==> src/shared/mac_defer_pkg.sv <==
// mac_defer_pkg: constants used by the transmit timing block; its fetch counter uses none of them.
// assumes a single 40 MHz clock and classic wishbone register access.
package mac_defer_pkg;
    localparam int unsigned clk_mhz             = 40;
    // times in nanoseconds
    localparam int unsigned phase_one_ns        = 6000;
    localparam int unsigned phase_two_ns        = 3600;
    localparam int unsigned blind_tx_ns         = 4000;
    localparam int unsigned blind_rx_ns         = 400;
    localparam int unsigned hb_window_ns        = 4000;
    // cycle counts rounded to nearest, can round to zero
    localparam int unsigned phase_one_cyc = (phase_one_ns * clk_mhz + 500) / 1000;
    localparam int unsigned phase_two_cyc = (phase_two_ns * clk_mhz + 500) / 1000;
    localparam int unsigned blind_tx_cyc  = (blind_tx_ns * clk_mhz + 500) / 1000;
    localparam int unsigned blind_rx_cyc  = (blind_rx_ns * clk_mhz + 500) / 1000;
    localparam int unsigned hb_window_cyc = (hb_window_ns * clk_mhz + 500) / 1000;
    localparam int unsigned cnt_w         = 9;
    // register byte offsets
    localparam logic [3:0] main_control_status_reg_off = 4'h0;
    localparam logic [3:0] tx_desc_count_word_off      = 4'h4;
    localparam logic [3:0] irq_mask_off                = 4'h8;
    localparam logic [3:0] ctrl_off                    = 4'hc;
    // main status bit positions
    localparam int unsigned heartbeat_fail_bit = 13;
    localparam int unsigned zero_len_bit       = 1;
    localparam int unsigned tx_done_bit        = 0;
    localparam logic [15:0] status_rst = 16'h0000;
    localparam logic [15:0] mask_rst   = 16'h0000;
    localparam logic [15:0] count_rst  = 16'h0000;
endpackage

==> src/shared/fetch_if.sv <==
// fetch_if: byte-count load and fetch handshake between the main block and its counter.
// assumes both ends on clk.
`timescale 1ns/10ps
interface fetch_if;
    logic        load;
    logic [15:0] count_word;
    logic        byte_fetched;
    logic        busy;
    logic        exhausted;
    logic        zero_len;
    modport ctrl (output load, output count_word, output byte_fetched,
                  input busy, input exhausted, input zero_len);
    modport cnt  (input load, input count_word, input byte_fetched,
                  output busy, output exhausted, output zero_len);
endinterface

==> src/rtl/byte_count_field.sv <==
// byte_count_field: two's complement buffer byte counter.
// assumes load and byte_fetched are single-cycle pulses from clk logic.
`timescale 1ns/10ps
module byte_count_field (
    // clock and reset
    input  wire logic clk,
    input  wire logic rst,
    // fetch link
    fetch_if.cnt      f
);
    typedef struct packed {
        logic [15:0] cnt;
        logic        busy;
        logic        exh;
        logic        zero;
    } st_type;
    st_type st_r;
    st_type st_nxt;

    always_comb begin
        st_nxt = st_r;
        st_nxt.exh = 1'b0;
        st_nxt.zero = 1'b0;
        if (f.load) begin
            st_nxt.cnt = f.count_word;
            if (f.count_word == 16'h0000) begin
                st_nxt.zero = 1'b1;
            end else begin
                st_nxt.busy = 1'b1;
            end
        end else if (st_r.busy && f.byte_fetched) begin
            st_nxt.cnt = st_r.cnt + 16'h0001;
            if (st_nxt.cnt == 16'h0000) begin
                st_nxt.busy = 1'b0;
                st_nxt.exh = 1'b1;
            end
        end
    end

    always_ff @(posedge clk or posedge rst) begin
        if (rst) begin
            st_r <= '0;
        end else begin
            st_r <= st_nxt;
        end
    end

    assign f.busy = st_r.busy;
    assign f.exhausted = st_r.exh;
    assign f.zero_len = st_r.zero;

    stop_at_zero_a: assert property (@(posedge clk) disable iff (rst)
        (st_r.busy && f.byte_fetched && !f.load && st_r.cnt == 16'hffff)
        |=> (!st_r.busy && st_r.exh))
        else $error("counter did not stop at zero");
    zero_no_fetch_a: assert property (@(posedge clk) disable iff (rst)
        (f.load && f.count_word == 16'h0000) |=> (st_r.zero && !st_r.busy))
        else $error("zero count started a fetch");
endmodule // byte_count_field

==> src/rtl/mac_deferral_heartbeat_txcount.sv <==
// mac_deferral_heartbeat_txcount: tx byte count, two-phase deferral, blinding, heartbeat test.
// assumes carrier and collision pins are asynchronous; wishbone master on clk.
`timescale 1ns/10ps
module mac_deferral_heartbeat_txcount (
    // clock and reset
    input  wire logic        clk,
    input  wire logic        rst,
    // wishbone slave
    input  wire logic        cyc_i,
    input  wire logic        stb_i,
    input  wire logic        we_i,
    input  wire logic [3:0]  adr_i,
    input  wire logic [3:0]  sel_i,
    input  wire logic [31:0] dat_i,
    output logic      [31:0] dat_o,
    output logic             ack_o,
    // network side
    input  wire logic        rx_carrier_active,
    input  wire logic        collision,
    output logic             tx_drive_active,
    // buffer fetch
    output logic             byte_req,
    input  wire logic        byte_ack,
    output logic             own_clear,
    // interrupt
    output logic             irq
);
    localparam int unsigned pkg_w = mac_defer_pkg::cnt_w;
    typedef enum logic [2:0] {
        idle, phase_one, phase_two, ready, sending
    } def_type;
    typedef enum logic [1:0] {
        hb_off, hb_wait_drop, hb_open
    } hb_type;
    typedef struct packed {
        logic [1:0]  crs_s;
        logic [1:0]  col_s;
        logic        crs_q;
        def_type     dst;
        logic [pkg_w-1:0] dcnt;
        logic [pkg_w-1:0] blind;
        hb_type      hst;
        logic [pkg_w-1:0] hcnt;
        logic        collided;
        logic        pending;
        logic        fetching;
        logic        tx_on;
        logic        own_clr;
        logic [15:0] status;
        logic [15:0] mask;
        logic [15:0] count_word;
        logic        ack;
        logic [31:0] rdat;
    } st_type;

    st_type st_r;
    st_type st_nxt;
    fetch_if f ();

    byte_count_field u_cnt (
        .clk (clk),
        .rst (rst),
        .f   (f)
    );

    logic        crs;
    logic        col;
    logic        blinded;
    logic        rx_act;
    logic        bus_req;
    logic        go;
    logic [15:0] ev_set;
    assign crs = st_r.crs_s[1];
    assign col = st_r.col_s[1];
    assign blinded = st_r.blind != '0;
    assign rx_act = crs && !blinded;
    assign bus_req = cyc_i && stb_i && !st_r.ack;
    assign go = bus_req && we_i && adr_i == mac_defer_pkg::ctrl_off && sel_i[0] && dat_i[0];

    always_comb begin
        st_nxt = st_r;
        st_nxt.crs_s = {st_r.crs_s[0], rx_carrier_active};
        st_nxt.col_s = {st_r.col_s[0], collision};
        st_nxt.crs_q = crs;
        st_nxt.own_clr = 1'b0;
        st_nxt.ack = bus_req;
        ev_set = 16'h0000;
        f.load = 1'b0;
        f.count_word = st_r.count_word;
        f.byte_fetched = st_r.fetching && byte_ack;
        if (st_r.blind != '0) begin
            st_nxt.blind = st_r.blind - pkg_w'(1);
        end
        // start of a transmit request
        if (go && !st_r.pending) begin
            f.load = 1'b1;
            st_nxt.pending = 1'b1;
        end
        if (f.zero_len) begin
            st_nxt.pending = 1'b0;
            st_nxt.own_clr = 1'b1;
            ev_set[mac_defer_pkg::zero_len_bit] = 1'b1;
        end
        if (f.busy) begin
            st_nxt.fetching = 1'b1;
        end
        if (f.exhausted) begin
            st_nxt.fetching = 1'b0;
        end
        // deferral
        unique case (st_r.dst)
            idle: begin
                if (rx_act) begin
                    st_nxt.dst = sending;
                end else begin
                    st_nxt.dst = phase_one;
                    st_nxt.dcnt = pkg_w'(mac_defer_pkg::phase_one_cyc);
                end
            end
            phase_one: begin
                if (rx_act) begin
                    st_nxt.dcnt = pkg_w'(mac_defer_pkg::phase_one_cyc);
                end else if (st_r.dcnt == pkg_w'(1)) begin
                    st_nxt.dst = phase_two;
                    st_nxt.dcnt = pkg_w'(mac_defer_pkg::phase_two_cyc);
                end else begin
                    st_nxt.dcnt = st_r.dcnt - pkg_w'(1);
                end
            end
            phase_two: begin
                if (st_r.dcnt == pkg_w'(1)) begin
                    st_nxt.dst = ready;
                end else begin
                    st_nxt.dcnt = st_r.dcnt - pkg_w'(1);
                end
            end
            ready: begin
                if (st_r.pending && !st_r.fetching && !f.busy && !f.load && !f.zero_len
                        && !rx_act) begin
                    st_nxt.dst = sending;
                    st_nxt.tx_on = 1'b1;
                    st_nxt.collided = 1'b0;
                end else if (rx_act) begin
                    st_nxt.dst = sending;
                end
            end
            sending: begin
                if (st_r.tx_on) begin
                    if (col) begin
                        st_nxt.collided = 1'b1;
                    end
                    if (!st_r.fetching && !f.busy) begin
                        st_nxt.tx_on = 1'b0;
                        st_nxt.pending = 1'b0;
                        st_nxt.own_clr = 1'b1;
                        ev_set[mac_defer_pkg::tx_done_bit] = 1'b1;
                        st_nxt.blind = pkg_w'(mac_defer_pkg::blind_tx_cyc);
                        st_nxt.dst = phase_one;
                        st_nxt.dcnt = pkg_w'(mac_defer_pkg::phase_one_cyc);
                        st_nxt.hst = hb_wait_drop;
                    end
                end else if (!crs) begin
                    st_nxt.blind = pkg_w'(mac_defer_pkg::blind_rx_cyc);
                    st_nxt.dst = phase_one;
                    st_nxt.dcnt = pkg_w'(mac_defer_pkg::phase_one_cyc);
                end
            end
            default: st_nxt.dst = idle;
        endcase
        // heartbeat test
        unique case (st_r.hst)
            hb_off: ;
            hb_wait_drop: begin
                if (st_r.collided) begin
                    st_nxt.hst = hb_off;
                end else if (st_r.crs_q && !crs) begin
                    st_nxt.hst = hb_open;
                    st_nxt.hcnt = pkg_w'(mac_defer_pkg::hb_window_cyc);
                end
            end
            hb_open: begin
                if (col) begin
                    st_nxt.hst = hb_off;
                end else if (st_r.hcnt == pkg_w'(1)) begin
                    st_nxt.hst = hb_off;
                    ev_set[mac_defer_pkg::heartbeat_fail_bit] = 1'b1;
                end else begin
                    st_nxt.hcnt = st_r.hcnt - pkg_w'(1);
                end
            end
            default: st_nxt.hst = hb_off;
        endcase
        // sticky status, a set in the same cycle as a read wins
        st_nxt.status = st_r.status | ev_set;
        // wishbone registers
        st_nxt.rdat = 32'h0000_0000;
        if (bus_req) begin
            unique case (adr_i)
                mac_defer_pkg::main_control_status_reg_off: begin
                    st_nxt.rdat = {16'h0000, st_r.status};
                    if (!we_i) begin
                        st_nxt.status = ev_set;
                    end
                end
                mac_defer_pkg::tx_desc_count_word_off: begin
                    st_nxt.rdat = {16'h0000, st_r.count_word};
                    if (we_i && !st_r.pending) begin
                        if (sel_i[0]) st_nxt.count_word[7:0] = dat_i[7:0];
                        if (sel_i[1]) st_nxt.count_word[15:8] = dat_i[15:8];
                    end
                end
                mac_defer_pkg::irq_mask_off: begin
                    st_nxt.rdat = {16'h0000, st_r.mask};
                    if (we_i) begin
                        if (sel_i[0]) st_nxt.mask[7:0] = dat_i[7:0];
                        if (sel_i[1]) st_nxt.mask[15:8] = dat_i[15:8];
                    end
                end
                mac_defer_pkg::ctrl_off: begin
                    st_nxt.rdat = {31'h0000_0000, st_r.pending};
                end
                default: st_nxt.rdat = 32'h0000_0000;
            endcase
        end
    end

    always_ff @(posedge clk or posedge rst) begin
        if (rst) begin
            st_r <= '0;
        end else begin
            st_r <= st_nxt;
        end
    end

    assign dat_o = st_r.rdat;
    assign ack_o = st_r.ack;
    assign tx_drive_active = st_r.tx_on;
    assign byte_req = st_r.fetching;
    assign own_clear = st_r.own_clr;
    assign irq = |(st_r.status & st_r.mask);

    phase_reset_a: assert property (@(posedge clk) disable iff (rst)
        (st_r.dst == phase_one && rx_act)
        |=> (st_r.dst == phase_one && st_r.dcnt == pkg_w'(mac_defer_pkg::phase_one_cyc)))
        else $error("carrier did not restart phase one");
    phase_two_run_a: assert property (@(posedge clk) disable iff (rst)
        (st_r.dst == phase_two && st_r.dcnt > pkg_w'(1))
        |=> (st_r.dst == phase_two && st_r.dcnt == $past(st_r.dcnt) - pkg_w'(1)))
        else $error("phase two disturbed");
    start_send_a: assert property (@(posedge clk) disable iff (rst)
        $rose(st_r.tx_on) |-> $past(st_r.dst) == ready)
        else $error("transmit began outside ready");
    tx_defer_a: assert property (@(posedge clk) disable iff (rst)
        $fell(st_r.tx_on) |-> (st_r.dst == phase_one))
        else $error("no deferral after transmit");
    tx_blind_a: assert property (@(posedge clk) disable iff (rst)
        $fell(st_r.tx_on) |-> st_r.blind == pkg_w'(mac_defer_pkg::blind_tx_cyc))
        else $error("transmit blinding wrong");
    rx_blind_a: assert property (@(posedge clk) disable iff (rst)
        (st_r.dst == sending && !st_r.tx_on && !crs)
        |=> st_r.blind == pkg_w'(mac_defer_pkg::blind_rx_cyc))
        else $error("receive blinding wrong");
    hb_open_a: assert property (@(posedge clk) disable iff (rst)
        (st_r.hst == hb_wait_drop && !st_r.collided && st_r.crs_q && !crs)
        |=> (st_r.hst == hb_open && st_r.hcnt == pkg_w'(mac_defer_pkg::hb_window_cyc)))
        else $error("heartbeat window not opened");
    hb_skip_a: assert property (@(posedge clk) disable iff (rst)
        (st_r.hst == hb_wait_drop && st_r.collided) |=> st_r.hst == hb_off)
        else $error("collided frame checked");
    hb_fail_a: assert property (@(posedge clk) disable iff (rst)
        (st_r.hst == hb_open && st_r.hcnt == pkg_w'(1) && !col)
        |=> st_r.status[mac_defer_pkg::heartbeat_fail_bit])
        else $error("heartbeat failure not flagged");
    zero_own_a: assert property (@(posedge clk) disable iff (rst)
        f.zero_len |=> (own_clear && !tx_drive_active))
        else $error("zero buffer not released");
endmodule // mac_deferral_heartbeat_txcount

==> config.mk <==
export PLATFORM = sky130hd
export DESIGN_NAME = mac_deferral_heartbeat_txcount
export DESIGN_NICKNAME = d
export VERILOG_FILES = /design/src/shared/mac_defer_pkg.sv /design/src/shared/fetch_if.sv /design/src/rtl/byte_count_field.sv /design/src/rtl/mac_deferral_heartbeat_txcount.sv
export SDC_FILE = /design/constraint.sdc
export NUM_CORES = 1
export LEC_CHECK = 0
export ABC_AREA = 1
export BUFFER_PORTS_ARGS = -buffer_cell sky130_fd_sc_hd__buf_2
export CAP_MARGIN = 20
export CORE_MARGIN = 3
export CORE_UTILIZATION = 40
export DETAILED_ROUTE_END_ITERATION = 10
export PLACE_DENSITY_LB_ADDON = 0.2
export SLEW_MARGIN = 15
export SYNTH_ARGS = -nofsm -noshare
export SYNTH_HDL_FRONTEND = slang
export SYNTH_SLANG_ARGS = --single-unit
==> constraint.sdc <==
create_clock -name clk -period 3.4 [get_ports clk]
set_input_delay 0.17 -clock clk [delete_from_list [all_inputs] [get_ports clk]]
set_output_delay 0.17 -clock clk [all_outputs]
set_load 0.005 [all_outputs]
Word-level counts from Yosys, hierarchy flattened

Index checks and enable logic that the tools add are counted.

Bits in registers: 142
Bits of input ports: 48
Output and inout bits: 37

Add/sub/neg operators: 4
Equal/unequal tests: 27
Muxes and demuxes: 70
Bitwise logic cells: 2
Reductions and logical operators: 50

Operators by type and width:

| cell                    | number |
|---|---|
| $mux W16                | 7 |
| $mux W9                 | 8 |
| $pmux W16 S4            | 1 |
| $mux W48                | 1 |
| $mux W21                | 2 |
| $pmux W9 S4             | 1 |
| $logic_not A16 Y1       | 2 |
| $mux W8                 | 4 |
| $sub A9 B1 Y9 const B   | 3 |
| $ne A2 B2 Y1 const B    | 13 |
| $mux W23                | 1 |
| $mux W1                 | 22 |
| $mux W11                | 2 |
| $reduce_and A4 Y1       | 5 |
| $eq A9 B1 Y1 const B    | 2 |
| $logic_and A1 B1 Y1     | 18 |
| $mux W18                | 1 |
| $mux W3                 | 6 |
| $pmux W9 S2             | 1 |
| $mux W17                | 1 |
| $add A16 B1 Y16 const B | 1 |
| $and A16 B16 Y16        | 1 |
| $mux W2                 | 8 |
| $or A16 B14 Y16         | 1 |
| 23 further kinds        | 41 |

Depth between registers and ports, before layout

Gate-level depths: netlist (run 1).

Depth in word-level cells: 14
Gate-level depth with buffers: 12
Gate-level depth less buffers: 12

By module

A second synthesis (run 1) with hierarchy kept.

Cell total of the unflattened synthesis: 788
Area, all modules: 6149.6 um^2

Modules (own cells, without submodules):

| module                         | instances | cells an instance | area an instance (um^2) |
|---|---|---|---|
| mac_deferral_heartbeat_txcount | 1         | 599               | 4845.9 |
| byte_count_field               | 1         | 189               | 1303.8 |

Worst setup path before layout (run 1)

Ideal clock, no wire load.

Path kind: register -> register
From: register st_r[97] (netlist name)
To: register st_r[106] (netlist name)
Library setup time: 118 ps
Arrival: 1542 ps
Required time: 3282 ps
Setup slack: 1740 ps
Stages on the path, launching flop included: 13
Buffers on the path: 1
Period minus slack after synthesis: 1660 ps
Path through: dfrtp_1 > inv_1 > ha_1 > inv_1 > nor2_4 > nand3b_4 > nor2_4 > nand3_2 > nand3_2 > inv_2 > buf_6 > nand2_1 > o21ai_2

Word-level cells in the longest chain between the ends: 5
Elaborated cells between the ends (all ways): 7
Classes of those cells: eq/ne: 1; mux: 2; reduce/logical: 4

Ends and longest elaborated chain:

| element                                          | line                                  | text |
|---|---|---|
| from (decl)                                      | mac_deferral_heartbeat_txcount.sv:56  | `st_type st_r;` |
| from (signal assigned)                           | mac_deferral_heartbeat_txcount.sv:231 | `st_r <= st_nxt;` |
| $reduce_bool A9 Y1 *                             | mac_deferral_heartbeat_txcount.sv:75  | `assign blinded = st_r.blind != '0;` |
| $logic_not A1 Y1 *                               | mac_deferral_heartbeat_txcount.sv:76  | `assign rx_act = crs && !blinded;` |
| $logic_and A1 B1 Y1 *                            | mac_deferral_heartbeat_txcount.sv:76  |  |
| $mux W9 or $ne A2 B2 Y1 (tied branches)          | --                                    |  |
| $pmux W9 S4 or $reduce_and A5 Y1 (tied branches) | --                                    |  |

Every way passes the cells marked *; elsewhere a longest branch is shown, timed or not.
A chain may end at the register's enable or synchronous reset.

Final worst setup path (run 1)

From: register st_r[97] (netlist name)
To: register st_r[107] (netlist name)

The elaborated chain is that of the path after synthesis.

==> metrics, run 1 <==
clock sink count=113; complex-gate fraction of the synthesized area=11.78%; YS warnings=0; clock share of power=47.0%; Critical Path RT=3700 ps; CP Launch Type=flop; Cell Pwr Density=519.2 nW/um^2; Cells after Synth=775; Worst Skew=7.565 ps; Detailed Route WL=13.71 mm; CTS tree=done; layout filler cell count=1,444; part of the power in combinational logic=11.0%; Core Footprint=14,810 sq um; overall power=3.650 mW; final setup TNS=0 ps; Seq cells post-synth=113; dpl ws=1405 ps; Via density=5.001; FMAX=500.8 MHz; Mapped Area=6180 sq um; max incr delay on CP=380 ps; # DRC=0; slowest library cell on the worst path=dfrtp_1; CTS max path bufs=2; endpoints failing hold=0; maximum VDD drop=0.0003292 V; Post-CTS Resized=0; Die Ht=130.3 um; # setup viols final=0; Net Switching=1.040 mW; Worst Max-Slew Pin Slew=893.3 ps; RSZ-0062 raised after global routing=false; Total Die Area=16,980 sq um; Area growth, synth to finish=13.77%; cell mode on critical path=nand2_1; vias=5,086; final worst-path cycle share=58.73%; Final Critical Period=1997 ps; Synth Area in XOR/XNOR=1.134%; fin util=47.47%; largest net degree at the start of global routing=72; gr ovfl total=0; crit path capture type=flop; area leader, netlist=dfrtp_1; Finished Layout Cells=1,017; root buffer cell=clkbuf_16; total track usage=17.46%; Area contributors post-synth=dfrtp_1 (46%), nand2_1 (14%), inv_1 (5.5%); Reg clk slew, reported paths=60 ps; Post-Synth Adder-Cell Area=1.417%; Final Cell Area=7030 sq um; CP Max Fanout=4; Sequential Power Share=41.9%; Slew Viols, Final=0; Antenna diodes=0; final setup margin=1403 ps; FP Rows=44; final net count=875; die width=130.3 um; Initial Utilization=41.73%; sequential area share after synthesis=45.76%; antenna viol nets, final=0; first-pass GRT wire length=23.63 mm; CTS Buf Count=17; DP Area=6415 sq um; Boundary Pins=85; routability cong.=0.8720; ratio of cells with drive above 1 in the final layout=17.65%; # hold bufs at CTS=4; Crit Path Category=flop to flop; internal power=2.611 mW; largest family of logic cells by synthesized area=simple AND/OR/NAND/NOR gates; Slew headroom=40.45%; Leak Pwr=3.573 nW; WL per Instance=13.48 um; Netlist cell types=41; Synth Area in Simple Gates=28.47%; Net Sw Frac=28.48%; Iter 0 DRT Violations=351; worst skew pair latency=410 ps; Min-Delay Path Class=primary input to flop; dpl cells=981; Final HPWL DP=9.958 mm; Port Buffers=50; mux cell area share after synthesis=0%; vias in the first global route=5,008; status=finished clean; Max-Cap Viols=0; Post-CTS Setup Inserts=0; Yosys top cell area share=45.76%; Synth Area per Inst=7.974 sq um; CTS H-tree lvls=4; CP Cell Sequence=inv_1, ha_1, inv_1, nor2_4, nand2_1, nor2_1, nand2_1, o21ai_2, nor2_1, nand2_1, o21ai_2; Hold WS=21.78 ps; CP arrival=2300 ps; initial antenna violation count=0; DR pass1 iterations=5
placed cells by master (no fill, tap or decap), types with 6 or more instances in the layout:
cell       count
nand2_1      224
dfrtp_1      113
inv_1         89
nor2_1        54
buf_2         50
nand3_1       47
o21ai_0       36
a21oi_1       29
o21ai_2       22
clkbuf_16     17
conb_1        16
nand4_1       15
inv_2          9
o221ai_1       9
nor2_2         8
xor2_1         8
nor3_1         8
ha_1           7
nand2_2        6
o211ai_1       6
inv_6          6
registers in the layout (all words and copies together) (netlist names):
register and count:
st_r 54, dat_o 16, f.count_word 16, u_cnt.st_r 16, st_nxt 2, ack_o 1, byte_req 1, col 1
crs 1, own_clear 1, tx_drive_active 1, u_cnt.f.busy 1, u_cnt.f.exhausted 1, u_cnt.f.zero_len 1
Yosys cell counts:
| cell type | instances |
|---|---|
| a211oi_1 | 2 |
| a21o_1 | 1 |
| a21oi_1 | 29 |
| a41oi_1 | 1 |
| buf_2 | 4 |
| buf_4 | 35 |
| buf_6 | 3 |
| clkbuf_1 | 2 |
| clkinv_1 | 2 |
| conb_1 | 1 |
| dfrtp_1 | 113 |
| ha_1 | 7 |
| inv_1 | 90 |
| inv_2 | 9 |
| nand2_1 | 224 |
| nand2_2 | 6 |
| nand3_1 | 47 |
| nand3_2 | 4 |
| nand3_4 | 2 |
| nand3b_1 | 2 |
| nand3b_4 | 1 |
| nand4_1 | 15 |
| nor2_1 | 54 |
| nor2_2 | 8 |
| nor2_4 | 5 |
| nor2_8 | 1 |
| nor3_1 | 8 |
| nor3_4 | 1 |
| nor4_1 | 4 |
| o211ai_1 | 6 |
| o21ai_0 | 36 |
| o21ai_1 | 2 |
| o21ai_2 | 22 |
| o21bai_1 | 1 |
| o221ai_1 | 9 |
| o22ai_1 | 1 |
| o31ai_1 | 3 |
| o32ai_1 | 1 |
| or2_1 | 1 |
| or2_2 | 4 |
| xor2_1 | 8 |
cell type report:
cell class,instances,area [sq um],share of cell area (%)
Sequential cell,113,2828,40.22
Multi-Input combinational cell,532,2705,38.48
Clock buffer,17,425.4,6.051
Inverter,101,381.6,5.428
Timing Repair Buffer,55,310.3,4.414
Tap cell,184,230.2,3.275
Clock inverter,15,150.1,2.136
final timing paths:
kind                                  start  cells after the start               to  slack, ps
worst max-delay path               st_r[97]                     11        st_r[107]       1400
worst min-delay path               dat_i[8]                      3  f.count_word[8]         20
worst max register to register     st_r[97]                     11        st_r[107]       1400
worst min register to register  st_nxt[122]                      0              crs        350
max in group asynchronous               rst                      4    u_cnt.st_r[4]       2140
min in group asynchronous               rst                      3         byte_req        520
logic make-up (layout without fill, tap and decap cells):
logic type / Yosys count / after routing
AOI/OAI and AO/OA: 114 / 114
xor gates and xnor gates: 8 / 8
adders and majority gates: 7 / 7
buffers and inverters: 145 / 188
DFF: 113 / 113
other: 1 / 16
and+or+nand+nor: 387 / 387
critical path, delay by kind of cell (launching register included):
family | cells | cell delay, ps
simple gates | 6 | 840
flops | 1 | 380
compound gates | 2 | 280
fa+ha+maj | 1 | 200
buf+inv | 2 | 180
metal layers:
metal / vias to the layer above / wire (um) / part of all wire, % / global-route usage [%]
li1: 2551 / - / - / -
met5: - / 0 / 0 / 0
met3: 14 / 724 / 5.3 / 4.339
met2: 129 / 6364 / 46 / 27.58
met4: 0 / 158 / 1.2 / 5.134
met1: 2392 / 6460 / 47 / 23.90
power groups by stage:
stage | Sequential, mW | Combinational (mW) | Clock, mW
final | 1.53 | 0.403 | 1.72
after global routing | 1.54 | 0.466 | 1.83
after CTS | 1.53 | 0.408 | 1.76
after detailed placement | 1.55 | 0.404 | 0
after global placement | 1.55 | 0.393 | 0
after floorplan | 1.53 | 0.315 | 0
Power figures use the tool's default switching activity.
==> run 2, diff against run 1 <==
Clock period 3.4 ns to 1.7 ns, I/O delays scaled along.
==> metrics, run 2 (synthesis results as in run 1) <==
status=finished clean; commonest non-fill, non-tap cell in the layout=nand2_1; Area growth, synth to finish=24.34%; crit path capture type=flop; overall power=7.504 mW (+110%); WL per Instance=13.86 um (+2.8%); max reg flops=54 (unchanged); register bank with the most flops=st_r; antenna viol nets, final=0 (unchanged); Final Cell Area=7684 sq um (+9.3%); Crit Path Category=flop to flop; Hold WS=89.66 ps (+67.89 ps); Final HPWL DP=10.43 mm (+4.8%); CP arrival=1940 ps (-360 ps); # DRC=0 (unchanged); commonest non-fill, non-tap cells in the layout=nand2_1 (206), dfrtp_1 (112), inv_1 (85); Critical Path RT=2010 ps (-1690 ps); Via density=5.057 (+1.1%); maximum VDD drop=0.0006782 V (+110%); dpl cells=1,007 (+2.7%); worst skew pair latency=420 ps (about the same); Final Critical Period=1633 ps (-363.8 ps); CTS H-tree lvls=4 (unchanged); FMAX=612.4 MHz (+22%); endpoints failing hold=0 (unchanged); Antenna diodes=0 (unchanged); Max-Cap Viols=0 (unchanged); first-pass GRT wire length=24.61 mm (+4.1%); Slew Viols, Final=0 (unchanged); ratio of cells with drive above 1 in the final layout=25.31% (+7.7 points); FP Rows=44 (unchanged); Finished Layout Cells=1,069 (+5.1%); clock sink count=113 (unchanged); CP Launch Type=flop; routability cong.=0.9256 (+6.1%); Die Ht=130.3 um (unchanged); final net count=927 (+5.9%); gr ovfl total=0 (unchanged); CTS max path bufs=2 (unchanged); die width=130.3 um (unchanged); CP Max Fanout=6 (+2); Detailed Route WL=14.82 mm (+8.1%); Initial Utilization=41.73% (unchanged); Iter 0 DRT Violations=413 (+18%); Reg clk slew, reported paths=50 ps (about the same); final worst-path cycle share=96.06% (+37 points); CTS Buf Count=17 (unchanged); RSZ-0062 raised after global routing=true; Total Die Area=16,980 sq um (unchanged); largest net degree at the start of global routing=66 (-8.3%); Port Buffers=50 (unchanged); Worst Skew=10.41 ps (+2.842 ps); Leak Pwr=3.824 nW (+7.0%); CTS tree=done; vias=5,406 (+6.3%); total track usage=18.19% (+0.72 points); DP Area=6624 sq um (+3.3%); # setup viols final=0 (unchanged); vias in the first global route=5,205 (+3.9%); Cell Pwr Density=976.6 nW/um^2 (+88%); root buffer cell=clkbuf_16; DR pass1 iterations=7 (+2); Core Footprint=14,810 sq um (unchanged); Min-Delay Path Class=primary input to flop; Boundary Pins=85 (unchanged); initial antenna violation count=0 (unchanged)
[run 2: final timing paths]
check / start / to / slack (ps) / depth (start not counted)
min: we_i / st_r[78] / 90 / 3
max reg2reg: u_cnt.st_r[4] / u_cnt.f.busy / 70 / 12
min reg2reg: st_nxt[122] / crs / 350 / 0
max in group asynchronous: rst / st_r[95] / 920 / 4
max: u_cnt.st_r[4] / u_cnt.f.busy / 70 / 12
min in group asynchronous: rst / st_r[113] / 170 / 3
[run 2: critical path, stage by stage (launching register included)]
cell	delay (ps)
dfrtp_1	420
buf_6	150
nand2_4	50
nor2_4	220
nand3_2	90
nand2_1	80
nand2_2	70
nor2_1	120
nand2_1	60
nor2_1	100
nand2_1	60
nand2_1	50
nand2_1	40
[run 2: power by group]
group | total, mW | switching, mW | internal, mW
clock network | 3.44 | 1.25 | 2.19
logic | 0.994 | 0.592 | 0.403
registers | 3.07 | 0.190 | 2.88
total | 7.50 | 2.04 | 5.47
[run 2: layer usage]
layer	global-route usage (%)	vias to the layer above	wire [um]
met3	3.316	29	526
met1	25.20	2570	7167
met2	27.76	146	6741
met4	8.313	0	382
li1	-	2661	-
met5	0	-	0
[run 2: repair_timing]
item	4_1_cts	5_1_grt
hold endpoints to repair	146	0
setup buffers	2	9
hold buffers	19	0
setup endpoints to repair	18	25
resized for setup	10	53
pin swaps	6	23
[run 2: final cells by class]
type,count,area [sq um]
Sequential cell,113,2829
Clock buffer,19,442.9
Multi-Input combinational cell,532,2895
Tap cell,184,230.2
Clock inverter,13,137.6
Inverter,101,390.4
Fill cell,1388,7126
Timing Repair Buffer,107,758.2
[run 2: stage by stage]
| stage | utilization (%) | worst slack (ps) | TNS (ps) |
|---|---|---|---|
| after floorplan | - | 39.58 | 0 |
| after global placement | 44.73 | 12.68 | 0 |
| after detailed placement | 44.73 | -52.47 | -374.1 |
| after CTS | 50.19 | 7.007 | 0 |
| after global routing | 51.88 | -44.77 | -361.9 |
| final | 51.88 | 67.02 | 0 |
